**config.mk**
```make
export PLATFORM = sky130hd
export DESIGN_NAME = errfi_node
export DESIGN_NICKNAME = d
export VERILOG_FILES = /design/src/errfi_pkg.sv /design/src/errfi_merge.sv /design/src/errfi_node.sv
export SDC_FILE = /design/constraint.sdc
export NUM_CORES = 1
export LEC_CHECK = 0
export CAP_MARGIN = 20
export CORE_ASPECT_RATIO = 1.2
export CORE_MARGIN = 2
export CORE_UTILIZATION = 65
export CTS_CLUSTER_DIAMETER = 50
export DETAILED_ROUTE_END_ITERATION = 12
export DONT_BUFFER_PORTS = 1
export PLACE_DENSITY = 0.81
export SYNTH_ARGS = -nofsm -noshare
export SYNTH_HDL_FRONTEND = slang
export SYNTH_HIERARCHICAL = 1
export SYNTH_SLANG_ARGS = --single-unit
```
**constraint.sdc**
```tcl
create_clock -name i_ref_clk -period 5.08 [get_ports i_ref_clk]
set_input_delay 1.016 -clock i_ref_clk [delete_from_list [all_inputs] [get_ports i_ref_clk]]
set_output_delay 1.016 -clock i_ref_clk [all_outputs]
set_load 0.02 [all_outputs]
```
**src/errfi_pkg.sv**
```systemverilog
// Purpose : Shared constants and types for the error record and fault
//           injection node.
// Assumes : One core clock; register access by system-register alias.
// Notes   : Every field position, code and reset value lives here.
package errfi_pkg;

	// Data width of every register alias
	localparam int unsigned DW = 32;
	// Width of the record-select value
	localparam int unsigned SEL_W = 16;
	// Record-select value that exposes this node's record
	localparam logic [SEL_W-1:0] SEL_RECORD0 = 16'h0000;

	// Capability word of the fault generation feature register
	localparam logic [DW-1:0] FEAT_VALUE = 32'hC0000062;
	// Capability bit positions
	localparam int unsigned FT_RESTART = 30;
	localparam int unsigned FT_CE_HI   = 7;
	localparam int unsigned FT_CE_LO   = 6;
	localparam int unsigned FT_DE      = 5;
	localparam int unsigned FT_LATENT  = 4;
	localparam int unsigned FT_RECOV   = 3;
	localparam int unsigned FT_UNRECOV = 2;
	localparam int unsigned FT_UNCONT  = 1;

	// Primary status bit positions
	localparam int unsigned ST_AV    = 31;
	localparam int unsigned ST_V     = 30;
	localparam int unsigned ST_UE    = 29;
	localparam int unsigned ST_ER    = 28;
	localparam int unsigned ST_OF    = 27;
	localparam int unsigned ST_MV    = 26;
	localparam int unsigned ST_CE_HI = 25;
	localparam int unsigned ST_CE_LO = 24;
	localparam int unsigned ST_DE    = 23;
	localparam int unsigned ST_PN    = 22;
	localparam int unsigned ST_UET_HI = 21;
	localparam int unsigned ST_UET_LO = 20;
	localparam int unsigned ST_CODE_HI = 4;
	localparam int unsigned ST_CODE_LO = 0;

	// Field encodings
	localparam logic [1:0] CE_NONE  = 2'h0;
	localparam logic [1:0] CE_SOME  = 2'h2;
	localparam logic [1:0] UET_UNCONT = 2'h0;
	localparam logic       PN_VALUE = 1'b0;
	localparam logic [DW-1:0] STATUS_RESET = 32'h00000000;
	localparam logic [DW-1:0] WORD_ZERO    = 32'h00000000;

	// Primary error codes
	localparam logic [4:0] CODE_NONE     = 5'h00;
	localparam logic [4:0] CODE_IMPL     = 5'h01;
	localparam logic [4:0] CODE_BUF_ECC  = 5'h02;
	localparam logic [4:0] CODE_INJ_TAG  = 5'h05;
	localparam logic [4:0] CODE_DATA_ECC = 5'h06;
	localparam logic [4:0] CODE_TAG_ECC  = 5'h07;
	localparam logic [4:0] CODE_TLB_PAR  = 5'h08;
	localparam logic [4:0] CODE_COPYBACK = 5'h12;
	localparam logic [4:0] CODE_NO_DEFER = 5'h15;

	// Implementation error code placed in misc0 on injection (arbitrary)
	localparam logic [7:0] INJ_IMPL_CODE = 8'h01;
	// Injection never raises the critical mark in this node
	localparam logic       INJ_SETS_CRIT = 1'b0;

	// Error classes, lowest priority first
	typedef enum logic [1:0] {
		ERRFI_CLS_CE,
		ERRFI_CLS_DE,
		ERRFI_CLS_UE
	} errfi_class_t;

	// Register aliases reachable through record selection
	typedef enum logic [1:0] {
		ERRFI_REG_FEAT,
		ERRFI_REG_STAT,
		ERRFI_REG_ADDR,
		ERRFI_REG_MISC0
	} errfi_reg_t;

endpackage : errfi_pkg

```
**src/errfi_merge.sv**
```systemverilog
// Purpose : Folds one error event into the primary status flags.
// Assumes : Inputs are the flags after any software clear this cycle.
// Notes   : Pure combinational; priority is UE over DE over CE.
`timescale 1ns/1ns
module errfi_merge
	import errfi_pkg::*;
(
	input  wire logic         i_ev,        // Event this cycle
	input  wire errfi_class_t i_ev_class,  // Class of the event
	input  wire logic         i_ev_av,     // Event carries an address
	input  wire logic         i_ev_keep_av,// Leave address state alone
	input  wire logic         i_ev_mv,     // Event carries misc syndrome
	input  wire logic         i_ev_abort,  // Abort reported to requester
	input  wire logic         i_v,         // Current flags
	input  wire logic         i_ue,
	input  wire logic         i_de,
	input  wire logic [1:0]   i_ce,
	input  wire logic         i_of,
	input  wire logic         i_er,
	input  wire logic         i_av,
	input  wire logic         i_mv,
	output logic              o_v,         // Next flags
	output logic              o_ue,
	output logic              o_de,
	output logic [1:0]        o_ce,
	output logic              o_of,
	output logic              o_er,
	output logic              o_av,
	output logic              o_mv,
	output logic              o_take       // Event owns the syndrome
);
	logic [1:0] cur_rank; // Rank of the highest class already held
	logic [1:0] new_rank; // Rank of the incoming event
	logic       held;     // Some class already held

	// Rank and replacement decision
	always_comb begin
		held     = i_ue | i_de | (i_ce != CE_NONE);
		cur_rank = i_ue ? 2'(ERRFI_CLS_UE) :
			i_de ? 2'(ERRFI_CLS_DE) : 2'(ERRFI_CLS_CE);
		new_rank = 2'(i_ev_class);
		// Higher class replaces the syndrome so it always
		// describes the highest-priority error
		o_take   = i_ev & (!i_v | !held | (new_rank > cur_rank));
	end

	// Next flag values
	always_comb begin
		o_v  = i_v | i_ev;
		o_ue = i_ue | (i_ev & (i_ev_class == ERRFI_CLS_UE));
		o_de = i_de | (i_ev & (i_ev_class == ERRFI_CLS_DE));
		o_ce = (i_ev & (i_ev_class == ERRFI_CLS_CE)) ? CE_SOME : i_ce;
		o_er = i_er | (i_ev & i_ev_abort);
		o_of = i_of;
		o_av = i_av;
		o_mv = i_mv;
		if (o_take) begin
			// New highest class: overflow restarts for it
			o_of = 1'b0;
			o_mv = i_ev_mv;
			if (!i_ev_keep_av) begin
				o_av = i_ev_av;
			end
		end else if (i_ev && i_v && held && new_rank == cur_rank) begin
			// Same class again: its details are dropped
			o_of = 1'b1;
		end
	end

endmodule : errfi_merge

```
**src/errfi_node.sv**
```systemverilog
// Purpose : Error record node with pseudo fault injection recording.
// Assumes : i_ref_clk at 100 MHz; inputs synchronous to it; system
//           register aliases driven by the core one access a cycle.
// Notes   : Outputs are all flip-flops; read data lands one cycle late.
//
// Overview of operation
// - Feature register is fixed read-only capabilities
// - Feature bit 30 reports restart option set
// - Injection loads chosen primary and impl codes
// - Injected misc syndrome sets misc-valid flag
// - Injection always leaves address alone
// - Injection clears poison flag to zero
// - Injection sets abort flag like real errors
// - Injection critical mark is fixed by design
// - Corrected, deferred, uncontainable generation controllable
// - Latent, recoverable, unrecoverable generation unsupported
// - Injection updates overflow like real errors
// - Address valid means highest-priority error address, unless an injection took over
// - Record valid once any error recorded
// - Uncorrected flag holds recovery interrupt until cleared
// - Abort flag set when abort signalled
// - Overflow set when same-class details discarded
// - Misc valid marks misc registers meaningful
// - Corrected field reads 00 or 10
// - Deferred flag set on poisoned deferral
// - Poison reads 0, type reads uncontainable
// - Primary code uses the documented encodings
// - Injected codes are 0x5 tag, 0x6 data
// - Record reachable only when select is zero
`timescale 1ns/1ns
module errfi_node (
	input  wire logic                    i_ref_clk,   // Core clock
	input  wire logic                    i_arst_n,    // Async reset
	// System register alias access
	input  wire logic [errfi_pkg::SEL_W-1:0] i_record_select,
	input  wire errfi_pkg::errfi_reg_t   i_reg_id,    // Alias picked
	input  wire logic                    i_reg_rd,    // Read strobe
	input  wire logic                    i_reg_wr,    // Write strobe
	input  wire logic [errfi_pkg::DW-1:0] i_reg_wdata, // Write data
	output logic [errfi_pkg::DW-1:0]     o_reg_rdata, // Read data
	output logic                         o_reg_rack,  // Read done
	// Naturally detected errors
	input  wire logic                    i_err_valid, // Error pulse
	input  wire errfi_pkg::errfi_class_t i_err_class, // Its class
	input  wire logic [4:0]              i_err_code,  // Primary code
	input  wire logic                    i_err_abort, // Abort signalled
	input  wire logic                    i_err_av,    // Address known
	input  wire logic [errfi_pkg::DW-1:0] i_err_addr, // Access address
	input  wire logic                    i_err_mv,    // Misc present
	input  wire logic [errfi_pkg::DW-1:0] i_err_misc, // Misc syndrome
	// Injection counter expiry with an enabled type
	input  wire logic                    i_inj_fire,  // Expiry pulse
	input  wire errfi_pkg::errfi_class_t i_inj_class, // Enabled type
	input  wire logic                    i_inj_tag,   // Tag, else data
	input  wire logic                    i_inj_abort, // Abort signalled
	// Recovery interrupt
	input  wire logic                    i_recovery_irq_en, // Enable
	output logic                         o_recovery_irq,    // Level
	output logic                         o_inj_crit         // Crit mark
);
	import errfi_pkg::*;

	// Reset synchroniser
	logic rst_meta_r;  // First stage, read only by the second
	logic rst_n_r;     // Released reset used by the design

	// Primary status state
	logic       av_r;       // Address valid
	logic       v_r;        // Record valid
	logic       ue_r;       // Uncorrected
	logic       er_r;       // Abort reported
	logic       of_r;       // Overflow
	logic       mv_r;       // Misc valid
	logic [1:0] ce_r;       // Corrected field
	logic       de_r;       // Deferred
	logic [4:0] code_r;     // Primary error code
	logic [DW-1:0] addr_r;  // Address register
	logic [DW-1:0] misc0_r; // First misc register
	logic       crit_r;     // Critical mark of injection

	// Combined event after muxing natural and injected sources
	logic         ev;         // Any event this cycle
	logic         ev_inj;     // Event is an injected one
	errfi_class_t ev_class;   // Class of the event
	logic [4:0]   ev_code;    // Code to record
	logic         ev_abort;   // Abort flag to fold in
	logic         ev_av;      // Event address valid
	logic         ev_keep_av; // Leave address state unchanged
	logic         ev_mv;      // Event carries misc syndrome
	logic [DW-1:0] ev_misc;   // Misc word to record

	// Access gating and software clears
	logic          sel_ok;    // Record visible through aliases
	logic          wr_stat;   // Status write this cycle
	logic          wr_addr;   // Address write this cycle
	logic          wr_misc;   // Misc write this cycle
	logic [DW-1:0] w1c;       // Bits software clears
	logic [DW-1:0] status_rd; // Assembled status word

	// Flags after clear, and next values from the merge
	logic       v_c, ue_c, de_c, of_c, er_c, av_c, mv_c;
	logic [1:0] ce_c;
	logic       v_nxt, ue_nxt, de_nxt, of_nxt, er_nxt, av_nxt, mv_nxt;
	logic [1:0] ce_nxt;
	logic       take;         // Event owns the syndrome

	// Two-flop release of the asynchronous reset
	always_ff @(posedge i_ref_clk or negedge i_arst_n) begin
		if (!i_arst_n) begin
			rst_meta_r <= 1'b0;
			rst_n_r    <= 1'b0;
		end else begin
			rst_meta_r <= 1'b1;
			rst_n_r    <= rst_meta_r;
		end
	end

	// Alias decode; another record number sees nothing here
	always_comb begin
		sel_ok  = (i_record_select == SEL_RECORD0);
		wr_stat = i_reg_wr & sel_ok & (i_reg_id == ERRFI_REG_STAT);
		wr_addr = i_reg_wr & sel_ok & (i_reg_id == ERRFI_REG_ADDR);
		wr_misc = i_reg_wr & sel_ok & (i_reg_id == ERRFI_REG_MISC0);
		w1c     = wr_stat ? i_reg_wdata : WORD_ZERO;
	end

	// Event source choice
	// A natural error takes the cycle; an injection that fires in
	// the same cycle is dropped, since the counter only models one
	// synthetic fault and a real error already updates the record.
	always_comb begin
		ev      = i_err_valid | i_inj_fire;
		ev_inj  = i_inj_fire & !i_err_valid;
		if (ev_inj) begin
			ev_class   = i_inj_class;
			ev_code    = i_inj_tag ? CODE_INJ_TAG : CODE_DATA_ECC;
			ev_abort   = i_inj_abort;
			ev_av      = 1'b0;
			ev_keep_av = 1'b1;
			ev_mv      = 1'b1;
			ev_misc    = {{(DW-8){1'b0}}, INJ_IMPL_CODE};
		end else begin
			ev_class   = i_err_class;
			ev_code    = i_err_code;
			ev_abort   = i_err_abort;
			ev_av      = i_err_av;
			ev_keep_av = 1'b0;
			ev_mv      = i_err_mv;
			ev_misc    = i_err_misc;
		end
	end

	// Software clears act first so a same-cycle event survives them
	always_comb begin
		v_c  = v_r  & !w1c[ST_V];
		ue_c = ue_r & !w1c[ST_UE];
		de_c = de_r & !w1c[ST_DE];
		of_c = of_r & !w1c[ST_OF];
		er_c = er_r & !w1c[ST_ER];
		av_c = av_r & !w1c[ST_AV];
		mv_c = mv_r & !w1c[ST_MV];
		// Writing one to either corrected bit clears the field
		ce_c = (w1c[ST_CE_HI] | w1c[ST_CE_LO]) ? CE_NONE : ce_r;
	end

	// Flag merge for the single event of this cycle
	errfi_merge u_merge (
		.i_ev         (ev),
		.i_ev_class   (ev_class),
		.i_ev_av      (ev_av),
		.i_ev_keep_av (ev_keep_av),
		.i_ev_mv      (ev_mv),
		.i_ev_abort   (ev_abort),
		.i_v          (v_c),
		.i_ue         (ue_c),
		.i_de         (de_c),
		.i_ce         (ce_c),
		.i_of         (of_c),
		.i_er         (er_c),
		.i_av         (av_c),
		.i_mv         (mv_c),
		.o_v          (v_nxt),
		.o_ue         (ue_nxt),
		.o_de         (de_nxt),
		.o_ce         (ce_nxt),
		.o_of         (of_nxt),
		.o_er         (er_nxt),
		.o_av         (av_nxt),
		.o_mv         (mv_nxt),
		.o_take       (take)
	);

	// Status flags; the set wins over a clear in the same cycle
	always_ff @(posedge i_ref_clk or negedge rst_n_r) begin
		if (!rst_n_r) begin
			v_r  <= 1'b0;
			ue_r <= 1'b0;
			de_r <= 1'b0;
			ce_r <= CE_NONE;
			of_r <= 1'b0;
			er_r <= 1'b0;
			av_r <= 1'b0;
			mv_r <= 1'b0;
		end else begin
			v_r  <= v_nxt;
			ue_r <= ue_nxt;
			de_r <= de_nxt;
			ce_r <= ce_nxt;
			of_r <= of_nxt;
			er_r <= er_nxt;
			av_r <= av_nxt;
			mv_r <= mv_nxt;
		end
	end

	// Primary error code follows the highest-priority error
	// Cleared only by reset; while the valid flag is low its
	// contents mean nothing to software.
	always_ff @(posedge i_ref_clk or negedge rst_n_r) begin
		if (!rst_n_r) begin
			code_r <= CODE_NONE;
		end else if (take) begin
			code_r <= ev_code;
		end
	end

	// Address register: event with an address, else software
	always_ff @(posedge i_ref_clk or negedge rst_n_r) begin
		if (!rst_n_r) begin
			addr_r <= WORD_ZERO;
		end else if (take && !ev_keep_av && ev_av) begin
			addr_r <= i_err_addr;
		end else if (wr_addr) begin
			addr_r <= i_reg_wdata;
		end
	end

	// First misc register: event syndrome, else software
	always_ff @(posedge i_ref_clk or negedge rst_n_r) begin
		if (!rst_n_r) begin
			misc0_r <= WORD_ZERO;
		end else if (take && ev_mv) begin
			misc0_r <= ev_misc;
		end else if (wr_misc) begin
			misc0_r <= i_reg_wdata;
		end
	end

	// Critical mark of injected errors; held at the fixed choice
	always_ff @(posedge i_ref_clk or negedge rst_n_r) begin
		if (!rst_n_r) begin
			crit_r <= 1'b0;
		end else if (take && ev_inj) begin
			crit_r <= INJ_SETS_CRIT;
		end else if (w1c[ST_V]) begin
			crit_r <= 1'b0;
		end
	end

	// Status word assembly
	always_comb begin
		status_rd             = WORD_ZERO;
		status_rd[ST_AV]      = av_r;
		status_rd[ST_V]       = v_r;
		status_rd[ST_UE]      = ue_r;
		status_rd[ST_ER]      = er_r;
		status_rd[ST_OF]      = of_r;
		status_rd[ST_MV]      = mv_r;
		status_rd[ST_CE_HI:ST_CE_LO] = ce_r;
		status_rd[ST_DE]      = de_r;
		// Poisoned data is indistinguishable from corrupted data
		status_rd[ST_PN]      = PN_VALUE;
		status_rd[ST_UET_HI:ST_UET_LO] = UET_UNCONT;
		status_rd[ST_CODE_HI:ST_CODE_LO] = code_r;
	end

	// Read port: one-cycle latency, zero for a foreign record
	always_ff @(posedge i_ref_clk or negedge rst_n_r) begin
		if (!rst_n_r) begin
			o_reg_rdata <= WORD_ZERO;
			o_reg_rack  <= 1'b0;
		end else begin
			o_reg_rack <= i_reg_rd;
			if (!i_reg_rd || !sel_ok) begin
				o_reg_rdata <= WORD_ZERO;
			end else begin
				unique case (i_reg_id)
					// Fixed capability word; writes have no effect
					ERRFI_REG_FEAT:  o_reg_rdata <= FEAT_VALUE;
					ERRFI_REG_STAT:  o_reg_rdata <= status_rd;
					ERRFI_REG_ADDR:  o_reg_rdata <= addr_r;
					ERRFI_REG_MISC0: o_reg_rdata <= misc0_r;
				endcase
			end
		end
	end

	// Recovery interrupt stays up while the uncorrected flag is set
	// Registered, so it follows the flag by one cycle and drops one
	// cycle after software clears the flag.
	always_ff @(posedge i_ref_clk or negedge rst_n_r) begin
		if (!rst_n_r) begin
			o_recovery_irq <= 1'b0;
		end else begin
			o_recovery_irq <= i_recovery_irq_en & ue_r;
		end
	end

	// Critical mark presented as a plain output
	always_ff @(posedge i_ref_clk or negedge rst_n_r) begin
		if (!rst_n_r) begin
			o_inj_crit <= 1'b0;
		end else begin
			o_inj_crit <= crit_r;
		end
	end

endmodule : errfi_node

```
# ---- Yosys cells after proc, flatten, opt, wreduce, memory -nomap -nowiden
# Index checks and enable logic that the tools add are counted.
dict set report word_totals {
  elab_cells 107
  register_bits 116
  inputBits 135
}
dict set report classes {
  n_eq_ne 6
  mux 26
  n_bitwise 28
  order_cmp 1
  n_reduce_logical 28
}
# cell count
set op_table {}
lappend op_table {{two-way mux 32 bit} 7}
lappend op_table {{case mux 32 bit (4 select lines)} 1}
lappend op_table {{AND 1 bit} 18}
lappend op_table {{zero test 16 bit} 1}
lappend op_table {{zero test 1 bit} 13}
lappend op_table {{two-way mux 1 bit} 12}
lappend op_table {{two-way mux 2 bit} 5}
lappend op_table {{bitwise OR 1 bit} 10}
lappend op_table {{nonzero test 2 bit} 4}
lappend op_table {{logical AND 1 bit} 7}
lappend op_table {{== test 2 bit, second input constant} 3}
lappend op_table {{two-way mux 5 bit} 1}
lappend op_table {{== test 2 x 1 -> 1 bit, second input constant} 2}
lappend op_table {{zero test 2 bit} 2}
lappend op_table {{== test 2 bit} 1}
lappend op_table {{> comparator 2 bit} 1}
lappend op_table {{logical OR 1 bit} 1}

# ---- Depth between registers and ports, before layout
dict set report depth {
  word_depth 15
  ltp_mapped 15
}

# ---- By module
# The synthesis kept the hierarchy.
# module cells_each instances area_each_um2
set by_module_without_submodules {}
lappend by_module_without_submodules {errfi_node 498 1 5240.0}
lappend by_module_without_submodules {errfi_merge 24 1 198.9}

# ---- Least setup slack after synthesis
# No wires, ideal clock.
dict set report synth_timing {
  path_type {input to register}
  startpoint {input i_record_select[13] (netlist name)}
  endpoint {register addr_r[0]}
  path_slack_ps 1216
  path_buffers 2
  cell_stages 14
  arrival_time_ps 3738
  required_ps 4954
  path_cell_list {nor4_2 -> nand4_2 -> nor3_2 -> a21boi_0 -> and2b_2 -> ha_1 -> nand2_1 -> o21ai_2 -> a21boi_4 -> and3_1 -> buf_2 -> nor3_4 -> buf_4 -> a221o_1}
}
dict set report synth_between {
  elab_chain_len 15
}
# element line
set synth_rtl {}
lappend synth_rtl {{start: declaration} errfi_node.sv:35} ;# input wire logic [errfi_pkg::SEL_W-1:0] i_record_select,
lappend synth_rtl {{zero test 16 bit *} errfi_node.sv:120} ;# sel_ok = (i_record_select == SEL_RECORD0);
lappend synth_rtl {{AND 1 bit * (2 in series)} errfi_node.sv:121} ;# wr_stat = i_reg_wr & sel_ok & (i_reg_id == ERRFI_REG_STAT);
lappend synth_rtl {{two-way mux 32 bit *} errfi_node.sv:124} ;# w1c = wr_stat ? i_reg_wdata : WORD_ZERO;
lappend synth_rtl {{zero test 1 bit *} errfi_node.sv:157} ;# de_c = de_r & !w1c[ST_DE];
lappend synth_rtl {{AND 1 bit *} errfi_node.sv:157}
lappend synth_rtl {{via de_c} errfi_node.sv:101} ;# logic v_c, ue_c, de_c, of_c, er_c, av_c, mv_c;
lappend synth_rtl {{branches (longest 4 deep; another with > comparator 2 bit)} --}
lappend synth_rtl {{bitwise OR 1 bit *} errfi_merge.sv:44} ;# o_take = i_ev & (!i_v | !held | (new_rank > cur_rank));
lappend synth_rtl {{AND 1 bit *} errfi_merge.sv:44}
lappend synth_rtl {{via take} errfi_node.sv:105} ;# logic take;
lappend synth_rtl {{logical AND 1 bit * (2 in series)} errfi_node.sv:231} ;# end else if (take && !ev_keep_av && ev_av) begin
lappend synth_rtl {{two-way mux 32 bit / nonzero test 2 bit (equally long branches)} --}
lappend synth_rtl {{end signal: assignment} errfi_node.sv:232} ;# addr_r <= i_err_addr;
lappend synth_rtl {{end signal: assignment} errfi_node.sv:234} ;# addr_r <= i_reg_wdata;
lappend synth_rtl {{end: declaration} errfi_node.sv:77} ;# logic [DW-1:0] addr_r;
# Mark *: on every way through the listed nets, which the timed path passes.
# A chain may end at the register's enable or synchronous reset.

# ---- Final worst setup path
dict set report layout_timing {
  startpoint {input i_record_select[13] (netlist name)}
  endpoint {register addr_r[16]}
}
# The elaborated chain is that of the path after synthesis.

==> impl_results.md <==
* Slew Viols, Final at 0
* Crit path launch type: input pin
* Port buffer count at 0
* Starting Density at roughly two thirds
* Yosys top cell by area: dfrtp_1
* Antenna Cells at 0
* Tightest Hold Check Type: input pin to async pin
* Largest net degree at the start of global routing at 60
* Root Buffer: clkbuf_8
* Critical setup path kind: input pin to register
* Total die area at 9120 µm²
* Die width at 87.5 µm
* First-pass GRT wire length at 23,500 µm
* Max Buffers Root-to-Sink at 2
* DRC viols at 0
* CTS tree: done
* Antenna violations before repair at 0
* Placed insts at 583
* Initial DRC Count at 418
* CP Buf/Inv Count at 1
* Final instance area at 6100 µm²
* Final Hold Viols at 0
* Number of synthesis warnings at 6
* CTS Hold Bufs at 0
* Distinct cells, synth at 47
* Area of the multi-input gates at 2350 µm²
* Register area share after synthesis at 52.4%
* Sinks on Clock Net at approximately 110
* Post-route ant nets at 0
* FP Rows at 36
* Register Area at 2860 µm²
* Height of the die at 104 µm
* Status: finished clean
* Crit path max-delay family: simple AND/OR/NAND/NOR gates
* Post-CTS setup buffer count at 0
* Avg Cell Area, Syn at 10.4 µm²
* Vias in the first global route at between 4k and 5k
* Post-Layout Cell Count at 615
* Worst slack, placed at 0.245 ns
* Total congestion overflow at 0
* Pre-Repair DR Iteration Count at 6
* Crit end category: register
* I/O pin count at 170
* Top cell type's share of synthesized area at 52.4%
* Commonest non-fill, non-tap cell in the layout: dfrtp_1
* DP HPWL at 9650 µm
* Final core occ at 75.2%
* # setup viols final at 0
* Cell area after synthesis at 5440 µm²
* WP data required at 5.48 ns
* Area growth syn-to-layout at 12.1%
* Final-stage net count at 644
* Top post-synthesis cells by area: dfrtp_1 (52%), a221o_1 (5.9%), a31oi_1 (3.9%)
* Clk slew on worst S/H paths at ~0.060 ns
* Post_cts resized at 0
* Sw Ratio at between 20% and 30%
* CP max stage cell: and3_1
* Max_slew headroom at between 30 and 40%
* Comb power frac at 13.2%
* Fill cell count at 529
* Max_cap viols at 0
* Critical-path maximum fanout at 20
* Net Sw Power at a little over 0.7 mW
* Setup TNS at 0 ns
* Yosys reg bits at around 110
* CORE AREA at 8110 µm²
* Clk network pwr share at 44.3%
* Worst-skew pair later-pin latency at around 0.52 ns
* Sequential share of power at between 40% and 50%
* Tcrit/Tclk final at 85.8%
* CTS H-tree depth at 4
* Detailed Route WL at 14,800 µm
* Largest stage delay, worst path at 0.68 ns
* Unrepaired setup endpoints after global routing: no
* Worst-Margin Slew at roughly 1 ns
* WL/cell at 24.0 µm
* Layout cells sized above 1 at 14.4%
* Syn nets at 659
* Final WS setup at 0.721 ns
* CP Cell Sequence: nor4_2 -> nand4_2 -> nor3_2 -> a21boi_0 -> and2b_2 -> ha_1 -> nand2_1 -> o21ai_2 -> a21boi_4 -> and3_1 -> nor3_4 -> buf_4 -> a221o_1
* Via count at 4,407
* IR drop worst, VDD at 0.000278 V
* Leak Pwr at ~2.6 nW
* Vias per cell at a little over 7
* Max Clk Rate at approximately 0.23 GHz
* Cells after Synth at between 500 and 600
* Commonest cells after routing, fill and taps aside: dfrtp_1 (113), nor2_1 (39), o21ai_0 (36), nand3_1 (35), a21oi_1 (35)
* Final Wtd Congestion at 0.903
* TritonCTS Buffers at 17
* Clock Skew at 0.00642 ns
* Critical Path AT at 4.76 ns
* Post-DP Area at 5450 µm²
* Period minus WS final at 4.36 ns
* Total GRT Usage at 33.9%
* Pwr/cell area at 480 nW/µm²
* Internal power at 2.22 mW
## final cells by class
cell class / count / share of cell area [%]
Timing Repair Buffer: 12 / 1.60
Sequential cell: 114 / 46.8
Clock buffer: 22 / 7.76
Tap cell: 95 / 1.95
Clock inverter: 10 / 2.91
Inverter: 6 / 0.369
Multi-Input combinational cell: 356 / 38.6
## cell families after synthesis
| logic type | after synthesis | share of synthesized area, % |
|---|---|---|
| buffers and inverters | 52 | 4.55 |
| AO/OA/AOI/OAI | 170 | 21.4 |
| other | 2 | 0.138 |
| multiplexers | 30 | 5.84 |
| AND/OR/NAND/NOR | 152 | 15.1 |
| adder cells (fa/ha/maj) | 2 | 0.460 |
| flip-flops | 114 | 52.5 |
## cells in the mapped netlist, drive strengths merged
cell	instances
dfrtp	114
nor2	39
o21ai	38
nand3	36
a21oi	35
a31oi	35
and2	34
a221o	32
clkbuf	27
buf	19
mux2i	19
nand2	19
a22oi	11
mux2	11
a21boi	8
inv	6
a211oi	5
nand2b	4
nor4	4
and3	3
nor2b	3
nor3	3
or2	3
a31o	2
conb	2
ha	2
o21a	2
a21o	1
and2b	1
and4	1
nand4	1
o41a	1
or3	1
## registers in the layout (all words and copies together) (netlist names)
register	count
o_reg_rdata	32
v_r	1
o_reg_rack	1
er_r	1
o_recovery_irq	1
rst_meta_r	1
mv_r	1
de_r	1
av_r	1
rst_n_r	1
code_r	5
addr_r	32
of_r	1
ce_r	2
misc0_r	32
ue_r	1
## metrics by stage
step	hold WS, ns	total power, mW
6_report	0.183	2.93
5_1_grt	0.169	3.06
4_1_cts	0.171	2.93
3_5_place_dp	0.349	1.63
3_3_place_gp	0.341	1.60
2_1_floorplan	0.331	1.54
## path summary, 6_finish.rpt
kind | start | end | slack (ns) | cells past startpoint
worst max-delay path | i_record_select[13] | addr_r[16]$_DFFE_PN0P_ | 0.72 | 13
worst min register to register | rst_meta_r$_DFF_PN0_ | rst_n_r$_DFF_PN0_ | 0.37 | 0
max in group asynchronous | rst_n_r$_DFF_PN0_ | misc0_r[10]$_DFFE_PN0P_ | 3.51 | 1
worst min-delay path | i_arst_n | rst_n_r$_DFF_PN0_ | 0.18 | 0
worst max register to register | ue_r$_DFF_PN0_ | addr_r[16]$_DFFE_PN0P_ | 1.64 | 10
min in group i_ref_clk | rst_meta_r$_DFF_PN0_ | rst_n_r$_DFF_PN0_ | 0.37 | 0
## worst reg2reg max path: cells and delay by family (launching register included)
| kind | cells | cell delay (ns) |
|---|---|---|
| flops | 1 | 0.38 |
| fa+ha+maj | 1 | 0.35 |
| compound gates | 4 | 0.91 |
| simple gates | 3 | 1.24 |
| buf+inv | 2 | 0.48 |
## metal layers
| metal | vias to the layer above | part of all wire [%] | GRT usage, % |
|---|---|---|---|
| met1 | 2171 | 38 | 44.3 |
| met2 | 319 | 49 | 52.1 |
| met3 | 36 | 11 | 9.21 |
| met5 | - | 0 | 0 |
| met4 | 0 | 2.5 | 16.0 |
| li1 | 1881 | - | - |
## power groups by stage
stage	clock network [mW]	logic [mW]	registers, mW
2_1_floorplan	0	0.324	1.21
3_3_place_gp	0	0.360	1.24
3_5_place_dp	0	0.383	1.25
4_1_cts	1.30	0.386	1.24
5_1_grt	1.36	0.434	1.26
6_report	1.30	0.386	1.24
Power figures use the tool's default switching activity.
